File: src/design/rqz_defines.svh
// Register map and field constants of the fixed-point requantizer
`ifndef RQZ_DEFINES_SVH
`define RQZ_DEFINES_SVH

// ----------------------------------------------------------------------
// Register offsets
// ----------------------------------------------------------------------
`define RQZ_ADDR_W      8
`define RQZ_CTRL_OFS    8'h00
`define RQZ_STATUS_OFS  8'h04
`define RQZ_RESULT_OFS  8'h08

// ----------------------------------------------------------------------
// Field positions
// ----------------------------------------------------------------------
`define RQZ_QMODE_LSB   0
`define RQZ_QMODE_MSB   2
`define RQZ_OMODE_LSB   4
`define RQZ_OMODE_MSB   6
`define RQZ_STS_OVF     0
`define RQZ_STS_INEXACT 1

`endif

File: src/design/rqz_pkg.sv
// Types shared by the fixed-point requantizer
package rqz_pkg;

    // ------------------------------------------------------------------
    // Quantization modes
    // ------------------------------------------------------------------
    typedef enum logic [2:0] {
        truncate_mode             = 3'h0,
        truncate_toward_zero_mode = 3'h1,
        round_plus_inf_mode       = 3'h2,
        round_toward_zero_mode    = 3'h3,
        round_minus_inf_mode      = 3'h4,
        round_away_mode           = 3'h5,
        convergent_round_mode     = 3'h6
    } rqz_qmode_e;

    // ------------------------------------------------------------------
    // Overflow modes
    // ------------------------------------------------------------------
    typedef enum logic [2:0] {
        modulo_wrap_mode          = 3'h0,
        clamp_mode                = 3'h1,
        clamp_to_zero_mode        = 3'h2,
        symmetric_clamp_mode      = 3'h3,
        sign_magnitude_wrap_mode  = 3'h4
    } rqz_omode_e;

endpackage

File: src/design/rqz_align.sv
// Binary point aligner: extends a fixed-point word and shifts its point
`timescale 1ns/1ps
`default_nettype none
module rqz_align #(
    parameter int IN_W      = 8,
    parameter int IN_F      = 0,
    parameter int OUT_W     = 16,
    parameter int OUT_F     = 0,
    parameter bit IS_SIGNED = 1'b1
) (
    // Word in
    input  wire logic [IN_W-1:0]  val_in,
    // Aligned word out
    output logic      [OUT_W-1:0] val_out
);
    logic [OUT_W-1:0] ext;
    logic             fill;

    always_comb
    begin
        fill = IS_SIGNED & val_in[IN_W-1];
        ext  = {{(OUT_W-IN_W){fill}}, val_in};
    end

    // Point shift is a constant, so this is only wiring
    assign val_out = ext << (OUT_F - IN_F);
endmodule
`default_nettype wire

File: src/design/rqz_out_reg.sv
// Output register of the requantizer: word, valid and flags
`timescale 1ns/1ps
`default_nettype none
module rqz_out_reg #(
    parameter int W = 8
) (
    // Clock and reset
    input  wire logic         clk_sys_in,
    input  wire logic         sys_rst_in,
    // Captured values
    input  wire logic         load_in,
    input  wire logic [W-1:0] word_in,
    input  wire logic         ovf_in,
    input  wire logic         inexact_in,
    // Held values
    output logic              valid_out,
    output logic      [W-1:0] word_out,
    output logic              ovf_out,
    output logic              inexact_out
);
    always_ff @(posedge clk_sys_in or posedge sys_rst_in)
    begin
        if (sys_rst_in)
            valid_out <= 1'b0;
        else
            valid_out <= load_in;
    end

    // Word holds its last value between loads so software can read it
    always_ff @(posedge clk_sys_in or posedge sys_rst_in)
    begin
        if (sys_rst_in)
        begin
            word_out    <= '0;
            ovf_out     <= 1'b0;
            inexact_out <= 1'b0;
        end
        else if (load_in)
        begin
            word_out    <= word_in;
            ovf_out     <= ovf_in;
            inexact_out <= inexact_in;
        end
    end
endmodule
`default_nettype wire

File: src/design/rqz_requant.sv
// Fixed-point requantizer: align, add, round, overflow, APB registers
`timescale 1ns/1ps
`default_nettype none
`include "rqz_defines.svh"
module rqz_requant #(
    parameter int                  A_W        = 10,
    parameter int                  A_F        = 5,
    parameter int                  B_W        = 12,
    parameter int                  B_F        = 1,
    parameter bit                  IN_SIGNED  = 1'b1,
    parameter int                  OUT_W      = 8,
    parameter int                  INT_W      = 4,
    parameter bit                  OUT_SIGNED = 1'b1,
    parameter rqz_pkg::rqz_qmode_e QMODE      = rqz_pkg::truncate_mode,
    parameter rqz_pkg::rqz_omode_e OMODE      = rqz_pkg::modulo_wrap_mode,
    parameter int                  SAT_N      = 0
) (
    // Clock and reset
    input  wire logic                   clk_sys_in,
    input  wire logic                   sys_rst_in,
    // Operands from the upstream datapath
    input  wire logic [A_W-1:0]         op_a_in,
    input  wire logic [B_W-1:0]         op_b_in,
    input  wire logic                   op_valid_in,
    // Requantized result
    output logic      [OUT_W-1:0]       res_word_out,
    output logic                        res_valid_out,
    output logic                        res_ovf_out,
    output logic                        res_inexact_out,
    // APB slave
    input  wire logic                   psel_in,
    input  wire logic                   penable_in,
    input  wire logic                   pwrite_in,
    input  wire logic [`RQZ_ADDR_W-1:0] paddr_in,
    input  wire logic [31:0]            pwdata_in,
    output logic      [31:0]            prdata_out,
    output logic                        pready_out,
    output logic                        pslverr_out
);
    import rqz_pkg::*;

    // ------------------------------------------------------------------
    // Working widths
    // ------------------------------------------------------------------
    localparam int F_W  = OUT_W - INT_W;
    localparam int AI   = A_W - A_F;
    localparam int BI   = B_W - B_F;
    localparam int CF   = (A_F > B_F) ? A_F : B_F;
    localparam int CI   = ((AI > BI) ? AI : BI) + 1;
    localparam int SW   = CI + CF;
    // Two spare integer bits keep rounding carry and sign unambiguous
    localparam int XF   = (CF > F_W) ? CF : F_W;
    localparam int XI   = ((CI > INT_W) ? CI : INT_W) + 2;
    localparam int XW   = XI + XF;
    localparam int D    = XF - F_W;
    localparam int QW   = XI + F_W;

    // ------------------------------------------------------------------
    // Alignment and sum
    // ------------------------------------------------------------------
    logic [SW-1:0] a_al;
    logic [SW-1:0] b_al;
    logic [SW-1:0] sum;
    logic [XW-1:0] v;

    rqz_align #(
        .IN_W      (A_W),
        .IN_F      (A_F),
        .OUT_W     (SW),
        .OUT_F     (CF),
        .IS_SIGNED (IN_SIGNED)
    ) u_align_a (
        .val_in  (op_a_in),
        .val_out (a_al)
    );

    rqz_align #(
        .IN_W      (B_W),
        .IN_F      (B_F),
        .OUT_W     (SW),
        .OUT_F     (CF),
        .IS_SIGNED (IN_SIGNED)
    ) u_align_b (
        .val_in  (op_b_in),
        .val_out (b_al)
    );

    // Carry cannot escape: CI holds one bit of growth
    assign sum = a_al + b_al;

    rqz_align #(
        .IN_W      (SW),
        .IN_F      (CF),
        .OUT_W     (XW),
        .OUT_F     (XF),
        .IS_SIGNED (IN_SIGNED)
    ) u_align_sum (
        .val_in  (sum),
        .val_out (v)
    );

    // ------------------------------------------------------------------
    // Mode and status registers
    // ------------------------------------------------------------------
    rqz_qmode_e qmode;
    rqz_omode_e omode;
    logic       sts_ovf;
    logic       sts_inexact;

    // ------------------------------------------------------------------
    // Quantization, done before overflow
    // ------------------------------------------------------------------
    logic [QW-1:0] q;
    logic [QW-1:0] kept;
    logic          inexact;
    logic          q_add;

    generate
        if (D > 0)
        begin : g_quant
            logic       half;
            logic       rest;
            logic       neg_v;
            logic [D:0] low_x;

            always_comb
            begin
                low_x = {v[D-1:0], 1'b0};
                kept  = v[XW-1:D];
                half  = v[D-1];
                rest  = |low_x[D-1:0];
                neg_v = v[XW-1];
                inexact = half | rest;
                case (qmode)
                    truncate_mode:             q_add = 1'b0;
                    truncate_toward_zero_mode: q_add = neg_v & inexact;
                    round_plus_inf_mode:       q_add = half;
                    round_toward_zero_mode:    q_add = half & (rest | neg_v);
                    round_minus_inf_mode:      q_add = half & rest;
                    round_away_mode:           q_add = half & (rest | ~neg_v);
                    convergent_round_mode:     q_add = half & (rest | kept[0]);
                    default:                   q_add = 1'b0;
                endcase
                q = kept + {{(QW-1){1'b0}}, q_add};
            end

            logic [XW-1:0] q_err;
            logic [XW-1:0] half_unit;
            assign q_err     = {q, {D{1'b0}}} - v;
            assign half_unit = {{(XW-D){1'b0}}, 1'b1, {(D-1){1'b0}}};

            property p_nearest_up;
                @(posedge clk_sys_in) disable iff (sys_rst_in)
                (qmode == round_plus_inf_mode) |->
                    ($signed(q_err) <= $signed(half_unit)) &&
                    ($signed(q_err) > -$signed(half_unit));
            endproperty
            a_nearest_up: assert property (p_nearest_up)
                else $error("Round to plus infinity not nearest");
        end
        else
        begin : g_noquant
            always_comb
            begin
                kept    = v;
                q       = v;
                q_add   = 1'b0;
                inexact = 1'b0;
            end
        end
    endgenerate

    // ------------------------------------------------------------------
    // Overflow detection on the rounded value
    // ------------------------------------------------------------------
    logic             q_neg;
    logic             fits;
    logic             ovf;
    logic [OUT_W-1:0] low;
    logic [OUT_W-1:0] max_v;
    logic [OUT_W-1:0] min_v;
    logic [OUT_W-1:0] sym_min_v;
    logic [OUT_W-1:0] sat_mask;

    always_comb
    begin
        q_neg = q[QW-1];
        low   = q[OUT_W-1:0];
        if (OUT_SIGNED)
            fits = (&q[QW-1:OUT_W-1]) | ~(|q[QW-1:OUT_W-1]);
        else
            fits = ~(|q[QW-1:OUT_W]);
        ovf = ~fits;
    end

    always_comb
    begin
        max_v     = {OUT_SIGNED ? 1'b0 : 1'b1, {(OUT_W-1){1'b1}}};
        min_v     = {OUT_SIGNED ? 1'b1 : 1'b0, {(OUT_W-1){1'b0}}};
        sym_min_v = OUT_SIGNED ? (min_v | {{(OUT_W-1){1'b0}}, 1'b1}) : '0;
        for (int k = 0; k < OUT_W; k++)
            sat_mask[k] = (k >= OUT_W - SAT_N);
    end

    // ------------------------------------------------------------------
    // Overflow handling
    // ------------------------------------------------------------------
    logic [OUT_W-1:0] wrap_word;
    logic [OUT_W-1:0] sm_word;
    logic             sm_sign;
    logic [OUT_W-1:0] next_word;

    always_comb
    begin
        wrap_word = low;
        if (SAT_N > 0)
        begin
            wrap_word = low | sat_mask;
            if (OUT_SIGNED)
                wrap_word[OUT_W-1] = q_neg;
        end
        sm_sign = (SAT_N > 0) ? q_neg : q[OUT_W];
        sm_word = {sm_sign, low[OUT_W-2:0]};
        if (sm_sign != low[OUT_W-1])
            sm_word = {sm_sign, ~low[OUT_W-2:0]};
        if (SAT_N > 0)
        begin
            sm_word = sm_word | sat_mask;
            sm_word[OUT_W-1] = sm_sign;
        end
    end

    always_comb
    begin
        next_word = low;
        if (ovf)
        begin
            case (omode)
                clamp_mode:
                    next_word = q_neg ? min_v : max_v;
                clamp_to_zero_mode:
                    next_word = '0;
                symmetric_clamp_mode:
                    next_word = q_neg ? sym_min_v : max_v;
                sign_magnitude_wrap_mode:
                    next_word = sm_word;
                modulo_wrap_mode:
                    next_word = wrap_word;
                default:
                    next_word = wrap_word;
            endcase
        end
    end

    rqz_out_reg #(
        .W (OUT_W)
    ) u_out (
        .clk_sys_in  (clk_sys_in),
        .sys_rst_in  (sys_rst_in),
        .load_in     (op_valid_in),
        .word_in     (next_word),
        .ovf_in      (ovf),
        .inexact_in  (inexact),
        .valid_out   (res_valid_out),
        .word_out    (res_word_out),
        .ovf_out     (res_ovf_out),
        .inexact_out (res_inexact_out)
    );

    // ------------------------------------------------------------------
    // APB slave
    // ------------------------------------------------------------------
    logic        wr_en;
    logic        setup;
    logic [31:0] ctrl_rd;
    logic [31:0] sts_rd;
    logic [31:0] res_rd;

    // Zero wait states; read data is captured in the setup cycle
    assign pready_out = 1'b1;
    assign setup      = psel_in & ~penable_in;
    assign wr_en      = psel_in & penable_in & pwrite_in;

    always_comb
    begin
        ctrl_rd = '0;
        ctrl_rd[`RQZ_QMODE_MSB:`RQZ_QMODE_LSB] = qmode;
        ctrl_rd[`RQZ_OMODE_MSB:`RQZ_OMODE_LSB] = omode;
        sts_rd = '0;
        sts_rd[`RQZ_STS_OVF]     = sts_ovf;
        sts_rd[`RQZ_STS_INEXACT] = sts_inexact;
        res_rd = '0;
        res_rd[OUT_W-1:0] = res_word_out;
    end

    // Modes reset to the elaborated choice; software may retune later
    always_ff @(posedge clk_sys_in or posedge sys_rst_in)
    begin
        if (sys_rst_in)
        begin
            qmode <= QMODE;
            omode <= OMODE;
        end
        else if (wr_en && paddr_in == `RQZ_CTRL_OFS)
        begin
            qmode <= rqz_qmode_e'(pwdata_in[`RQZ_QMODE_MSB:`RQZ_QMODE_LSB]);
            omode <= rqz_omode_e'(pwdata_in[`RQZ_OMODE_MSB:`RQZ_OMODE_LSB]);
        end
    end

    // Sticky flags, write one to clear; a new event beats the clear
    always_ff @(posedge clk_sys_in or posedge sys_rst_in)
    begin
        if (sys_rst_in)
        begin
            sts_ovf     <= 1'b0;
            sts_inexact <= 1'b0;
        end
        else
        begin
            if (op_valid_in && ovf)
                sts_ovf <= 1'b1;
            else if (wr_en && paddr_in == `RQZ_STATUS_OFS &&
                     pwdata_in[`RQZ_STS_OVF])
                sts_ovf <= 1'b0;
            if (op_valid_in && inexact)
                sts_inexact <= 1'b1;
            else if (wr_en && paddr_in == `RQZ_STATUS_OFS &&
                     pwdata_in[`RQZ_STS_INEXACT])
                sts_inexact <= 1'b0;
        end
    end

    always_ff @(posedge clk_sys_in or posedge sys_rst_in)
    begin
        if (sys_rst_in)
        begin
            prdata_out  <= '0;
            pslverr_out <= 1'b0;
        end
        else if (setup)
        begin
            pslverr_out <= 1'b0;
            case (paddr_in)
                `RQZ_CTRL_OFS:   prdata_out <= ctrl_rd;
                `RQZ_STATUS_OFS: prdata_out <= sts_rd;
                `RQZ_RESULT_OFS: prdata_out <= res_rd;
                default:
                begin
                    prdata_out  <= '0;
                    pslverr_out <= 1'b1;
                end
            endcase
        end
    end

    // ------------------------------------------------------------------
    // Checks
    // ------------------------------------------------------------------
    property p_fit_pass;
        @(posedge clk_sys_in) disable iff (sys_rst_in)
        (op_valid_in && !ovf) |=> res_valid_out && !res_ovf_out &&
            (res_word_out == $past(low));
    endproperty
    a_fit_pass: assert property (p_fit_pass)
        else $error("In-range value not passed through");

    property p_clamp_hi;
        @(posedge clk_sys_in) disable iff (sys_rst_in)
        (op_valid_in && ovf && !q_neg && omode == clamp_mode)
            |=> res_word_out == max_v;
    endproperty
    a_clamp_hi: assert property (p_clamp_hi)
        else $error("Positive overflow not clamped to maximum");

    property p_clamp_lo;
        @(posedge clk_sys_in) disable iff (sys_rst_in)
        (op_valid_in && ovf && q_neg && omode == clamp_mode)
            |=> res_word_out == (OUT_SIGNED ? min_v : '0);
    endproperty
    a_clamp_lo: assert property (p_clamp_lo)
        else $error("Negative overflow not clamped to minimum");

    property p_clamp_zero;
        @(posedge clk_sys_in) disable iff (sys_rst_in)
        (op_valid_in && ovf && omode == clamp_to_zero_mode)
            |=> res_ovf_out && res_word_out == '0;
    endproperty
    a_clamp_zero: assert property (p_clamp_zero)
        else $error("Overflow not forced to zero");

    property p_sym_lo;
        @(posedge clk_sys_in) disable iff (sys_rst_in)
        (op_valid_in && ovf && q_neg && omode == symmetric_clamp_mode)
            |=> res_word_out == (OUT_SIGNED ? ~max_v + 1'b1 : '0);
    endproperty
    a_sym_lo: assert property (p_sym_lo)
        else $error("Symmetric clamp gave wrong negative limit");

    property p_wrap_mod;
        @(posedge clk_sys_in) disable iff (sys_rst_in)
        (op_valid_in && SAT_N == 0 && omode == modulo_wrap_mode)
            |=> res_word_out == $past(q[OUT_W-1:0]);
    endproperty
    a_wrap_mod: assert property (p_wrap_mod)
        else $error("Wrap did not keep low bits");

    property p_trunc_floor;
        @(posedge clk_sys_in) disable iff (sys_rst_in)
        (qmode == truncate_mode) |-> q == (v >> D);
    endproperty
    a_trunc_floor: assert property (p_trunc_floor)
        else $error("Truncation did not drop surplus bits");

    property p_sticky_ovf;
        @(posedge clk_sys_in) disable iff (sys_rst_in)
        (op_valid_in && ovf) |=> sts_ovf ##1 (sts_ovf || $past(wr_en));
    endproperty
    a_sticky_ovf: assert property (p_sticky_ovf)
        else $error("Overflow event lost from status");

    property p_sm_sign;
        @(posedge clk_sys_in) disable iff (sys_rst_in)
        (op_valid_in && ovf && SAT_N == 0 &&
         omode == sign_magnitude_wrap_mode)
            |=> res_word_out[OUT_W-1] == $past(q[OUT_W]);
    endproperty
    a_sm_sign: assert property (p_sm_sign)
        else $error("Sign-magnitude wrap sign not from dropped bit");
endmodule
`default_nettype wire

File: config.mk
export PLATFORM = sky130hd
export DESIGN_NAME = rqz_requant
export DESIGN_NICKNAME = d
export VERILOG_FILES = /design/src/design/rqz_pkg.sv /design/src/design/rqz_align.sv /design/src/design/rqz_out_reg.sv /design/src/design/rqz_requant.sv
export VERILOG_INCLUDE_DIRS = /design/src /design/src/design
export SDC_FILE = /design/constraint.sdc
export NUM_CORES = 1
export LEC_CHECK = 0
export ABC_AREA = 1
export BUFFER_PORTS_ARGS = -buffer_cell sky130_fd_sc_hd__clkbuf_2
export CAP_MARGIN = 20
export CORE_ASPECT_RATIO = 0.9
export CORE_MARGIN = 2
export CORE_UTILIZATION = 56
export DETAILED_ROUTE_END_ITERATION = 6
export PLACE_DENSITY = 0.9
export SKIP_CTS_REPAIR_TIMING = 1
export SLEW_MARGIN = 5
export SYNTH_ARGS = -nofsm -noshare
export SYNTH_HDL_FRONTEND = slang
export SYNTH_HIERARCHICAL = 1
export SYNTH_SLANG_ARGS = --single-unit
File: constraint.sdc
create_clock -name clk_sys_in -period 6.2 [get_ports clk_sys_in]
set_clock_uncertainty 0.1 [all_clocks]
set_input_delay 0.31 -clock clk_sys_in [delete_from_list [all_inputs] [get_ports clk_sys_in]]
set_output_delay 0.31 -clock clk_sys_in [all_outputs]
set_load 0.02 [all_outputs]
Word level (Yosys, flattened, before mapping)
Cells that the tools add are included.
- add/subtract/negate cells: 2
- eq/ne operators: 12
- multiplexer cells: 12
- bitwise logic cells: 12
- reduce and logical (&&, ||, !) cells: 13
- operators with widths (kind ; count):
    8-bit one-hot mux with 4 select lines ; 1
    8-bit two-way mux ; 3
    8-bit one-hot mux with 3 select lines ; 1
    10-bit by 16-bit adder with 17-bit output ; 1
    16-bit by 2-bit adder with 17-bit output ; 1
    3-bit by 2-bit == test with 1-bit output (second input constant) ; 4
    11-bit AND reduction ; 1
    11-bit OR reduction ; 1
    3-bit == test (second input constant) ; 3
    8-bit by 3-bit == test with 1-bit output (second input constant) ; 1
    8-bit by 4-bit == test with 1-bit output (second input constant) ; 1
    8-bit logical NOT ; 1
    7-bit two-way mux ; 1
    7-bit NOT ; 1
    1-bit bitwise AND ; 6
    3-bit by 1-bit == test with 1-bit output (second input constant) ; 2
    1-bit logical AND ; 6
    1-bit two-way mux ; 5
    1-bit NOT ; 4
    1-bit one-hot mux with 4 select lines ; 1
    2-bit nonzero test ; 2
    3-bit OR reduction ; 1
    2-bit OR reduction ; 1
    1-bit inequality test ; 1
    1-bit OR ; 1
- register bits: 52
- input bits: 68
- output and inout port bits: 45
- word-level logic and storage cells: 61

Depth between registers and ports, before layout
- depth after elaboration: 11
- depth in mapped cells: 35
- gate-level depth less buffers: 32

Modules after synthesis
Netlist, hierarchy kept.
- by module, submodules not included (module ; instances ; cells an instance ; area each (µm²) ; sequential area each (µm²)):
    rqz_requant ; 1 ; 481 ; 2989.1 ; 425.4
    rqz_out_reg ; 1 ; 44 ; 406.6 ; 275.3
    rqz_align (u_align_sum) ; 1 ; 19 ; 142.6 ; 0.0
    rqz_align (u_align_b) ; 1 ; 18 ; 131.4 ; 0.0
    rqz_align (u_align_a) ; 1 ; 17 ; 127.6 ; 0.0

Worst setup path before layout
Ideal clock, no wire load.
- path kind: input port to flip-flop
- from: input op_a_in[5]
- to: register u_out.word_out[4]
- setup time: 0.117 ns
- data arrival time: 4.357 ns
- data required time: 5.983 ns
- setup slack: 1.626 ns
- stages: 32
- path buffers: 3
- cell sequence: buf_4 -> ha_1 -> a21o_1 -> a21oi_1 -> o21ai_0 -> nand3_1 -> nand2_1 -> nand2_1 -> nand2_1 -> buf_4 -> inv_1 -> o21ai_0 -> o21ai_0 -> a21oi_1 -> ha_1 -> ha_1 -> inv_1 -> nor2_4 -> nand2_2 -> clkinv_2 -> or2_2 -> nand2_1 -> inv_1 -> ha_1 -> clkbuf_1 -> or2_2 -> nand3_1 -> nand3_1 -> nand3_1 -> nand2_1 -> nand2_1 -> nand2_1
- word-level cells in the longest chain between the ends: 9
- elaborated cells between the ends (all ways): 17
- those cells by class: 2 x add/sub; 1 x eq/ne; 6 x mux; 6 x bitwise; 2 x reduce/logical
- RTL lines (what ; RTL line ; source):
    from (decl) ; rqz_requant.sv:22 ; input wire logic [A_W-1:0] op_a_in,
    10-bit by 16-bit adder with 17-bit output (*) ; rqz_requant.sv:89 ; assign sum = a_al + b_al;
    named net sum[16] ; rqz_requant.sv:63 ; logic [SW-1:0] sum;
    1-bit NOT ; rqz_requant.sv:140 ; round_away_mode: q_add = half & (rest | ~neg_v);
    1-bit bitwise AND ; rqz_requant.sv:140 ;
    1-bit one-hot mux with 4 select lines ; rqz_requant.sv:134 ; case (qmode)
    16-bit by 2-bit adder with 17-bit output (*) ; rqz_requant.sv:144 ; q = kept + {{(QW-1){1'b0}}, q_add};
    1-bit inequality test, or another cell as far along ; rqz_requant.sv:224 ; if (sm_sign != low[OUT_W-1])
    7-bit two-way mux / 1-bit NOT (equally long branches) ; rqz_requant.sv:224, rqz_requant.sv:190 ;
    8-bit one-hot mux with 4 select lines / 1-bit OR (equally long branches) ; rqz_requant.sv:238, rqz_requant.sv:190 ;
    8-bit two-way mux (*) ; rqz_requant.sv:236 ; if (ovf)
    named net next_word[4] ; rqz_requant.sv:211 ; logic [OUT_W-1:0] next_word;
    to (signal assigned) ; rqz_out_reg.sv:40 ; word_out <= word_in;
    to (decl) ; rqz_out_reg.sv:17 ; output logic [W-1:0] word_out,
The timed path passes the listed nets; every way through them passes the cells marked *.
A chain may end at the register's enable or synchronous reset.

Worst setup path in the final report
- from: input op_a_in[5]
- to: register u_out.word_out[2]
Same word-level chain as after synthesis.

==> flow_summary_export.csv <==
group,metric,value,unit
clock_network,clockRootBuffer,"clkbuf_8",
detailed_routing,via_per_inst,5.16,
die,io_pins,113,
sta,max_freq,0.199,GHz
status,status,"completed",
detailed_routing,dr.pass1.iters,5,
critical_path,cp_slowest_cell,"ha_1",
synth,avgSynthCellArea,6.56,sq um
clock_network,path_clk_slew,100,ps
synth,synth_cell_type_count,36,
sta,tightest_slew,622,ps
finish,fin_area,3790,sq um
synth,synthFlopType,"dfrtp_1",
critical_path,crit_fanout,11,
detailed_routing,drc,0,
sta,rsz0062_at_grt,"no",
finish,drive_gt1_frac,0.187,
critical_path,cp_common_cell,"nand2_1",
clock_network,htree_num_levels,1,
synth,synth_common_cells,"nand2_1 (177), buf_4 (78), inv_1 (52)",
synth,ys_ff_latch,28,
critical_path,reg2reg_from,"qmode[2]",
finish,syn_to_final_growth,-0.297,%
die,dieArea,7460,sq um
die,initial_core_util,0.577,
clock_network,cts_tree,"done",
grt,grt_max_degree,18,
grt,antenna_found_initial,0,
place,io_buffers,61,
clock_network,numCtsBuffers,3,
critical_path,end_kind,"flop",
synth,postSynth.asyncResetShare,1.00,
critical_path,cp.required,6280,ps
detailed_routing,ant_nets,0,
clock_network,clk_latency,280,ps
sta,finalMaxSlewViolations,0,
grt,grt_usage,0.220,
die,rows,28,
grt,overflow,0,
finish,n_fill_cell,627,
sta,hold_viol,0,
die,die_width,90.8,microns
place,gp_congestion,0.960,
sta,relSlewSlack,0.585,
detailed_routing,wirelength,8.03,mm
grt,grt_pass1_wl,13.8,mm
synth,synth_edf_count,0,
power,leakagePower,0.00209,uW
detailed_routing,drt_iter0_markers,313,
power,p_per_area,197,nW/um^2
grt,first_global_vias,3203,
sta,post-route-period-util,0.810,
die,fp.dieH,82.1,microns
synth,postSynthCellCount,579,
sta,finalCriticalPeriod,5020,ps
clock_network,clock-sinks,28,
detailed_routing,wl_per_cell,11.8,microns
hold_path,worst_hold_path_type,"input port to flop",
hold_path,hold_start,"pwdata_in[2]",
critical_path,cp-start-kind,"input port",
synth,yosys.area.top_type_share,0.185,
sta,fin_setup_tns,0,ps
critical_path,startpoint,"op_a_in[5]",
finish,nNetsFinal,680,
place,placed_cell_area,3700,sq um
sta,setup_viol,0,
critical_path,critPathMaxStageDelay,440,ps
critical_path,cp_data_arrival_time,5100,ps
synth,synthesis.area,3800,sq um
critical_path,path_class,"input port to flop",
synth,yosysTopAreaCell,"dfrtp_1",
detailed_routing,vias,3501,
finish,n_antenna_cell,0,
synth,synth_area_leaders,"dfrtp_1 (18%), nand2_1 (17%), buf_4 (15%), ha_1 (6.9%), nand3_1 (5.1%)",
run,maxCapViolations,0,
synth,ys_seq_area_frac,0.185,
die,core_area,6590,sq um
synth,yosys_warnings,6,
place,dp_hpwl,6.56,mm
synth,synth.most_common_cell,"nand2_1",
clock_network,ctsLongestPathBuffers,2,
power,vdd_drop_max,0.0753,mV
## cells in the final DEF (no fill, tap or decap), types with 4 or more instances in the layout
master,n
nand2_2,10
nand4_1,15
o21ai_0,22
nand3_2,4
xor2_1,11
conb_1,29
nor2_2,4
nor3_1,6
a21oi_1,21
nand3_1,39
nor2_1,30
xnor2_1,10
ha_1,21
nor2_4,9
clkbuf_2,61
inv_1,52
nand3b_1,4
dfrtp_1,28
nand2_1,177
or2_2,4
## final timing paths
kind	cells past startpoint	end	slack, ps
worst max-delay path	29	u_out/word_out[2]	1180
worst min-delay path	3	qmode[2]	190
worst max register to register	21	u_out/word_out[2]	2750
min in group asynchronous	3	u_out/word_out[3]	460
max in group asynchronous	3	prdata_out[0]	5040
worst min register to register	2	u_out/ovf_out	380
## where the power goes
group | switching (uW) | internal [uW] | leakage [uW] | total [uW]
logic | 259 | 130 | 0.00173 | 389
registers | 13.0 | 198 | 0.000331 | 211
clock network | 58.9 | 86.6 | 0.0000357 | 146
## flip-flops by register name (all words and copies together), names as in the netlist
register,cells
prdata_out,8
u_out/word_out,8
omode,3
qmode,3
pslverr_out,1
sts_inexact,1
sts_ovf,1
u_out/inexact_out,1
u_out/ovf_out,1
u_out/valid_out,1
## per-stage QoR
step | total power [uW] | cells | setup slack [ps] | util | hold slack (ps)
global route | 803 | 679 | 773 | 0.575 | 191
CTS | 740 | 678 | 1240 | 0.573 | -88.5
finish | 745 | 679 | 1180 | 0.575 | 189
floorplan | 571 | 605 | 1630 | - | 62.4
detailed placement | 596 | 674 | 979 | 0.563 | 221
global placement | 581 | 674 | 1160 | 0.563 | 196
## routing by layer
layer	global-route usage	share of wire
met5	0	0
met2	0.434	0.50
met1	0.258	0.41
met3	0.0209	0.065
met4	0.0591	0.016
## layout make-up
class                   instances  area [sq um]  area share
multi-input cells             436          2360       0.624
flip-flops and latches         28           701       0.185
repair buffers                 62           315      0.0833
inverters                      59           224      0.0592
well taps                      90           113      0.0297
clock buffers                   3          41.3      0.0109
clock inverters                 1          30.0     0.00793
## logic make-up after synthesis
logic type / synth area share
xor+xnor: 0.0484
simple gates: 0.388
mux: 0.00297
buf+inv: 0.219
other cells: 0.00297
fa+ha+maj: 0.0745
compound gates: 0.0794
flops: 0.185
## critical path, delay by kind of cell
family | cells | cell delay (ps)
compound gates | 6 | 1150
buf+inv | 5 | 420
fa+ha+maj | 4 | 1320
simple gates | 14 | 1900
Note: power is estimated with default switching activity, not from simulation.
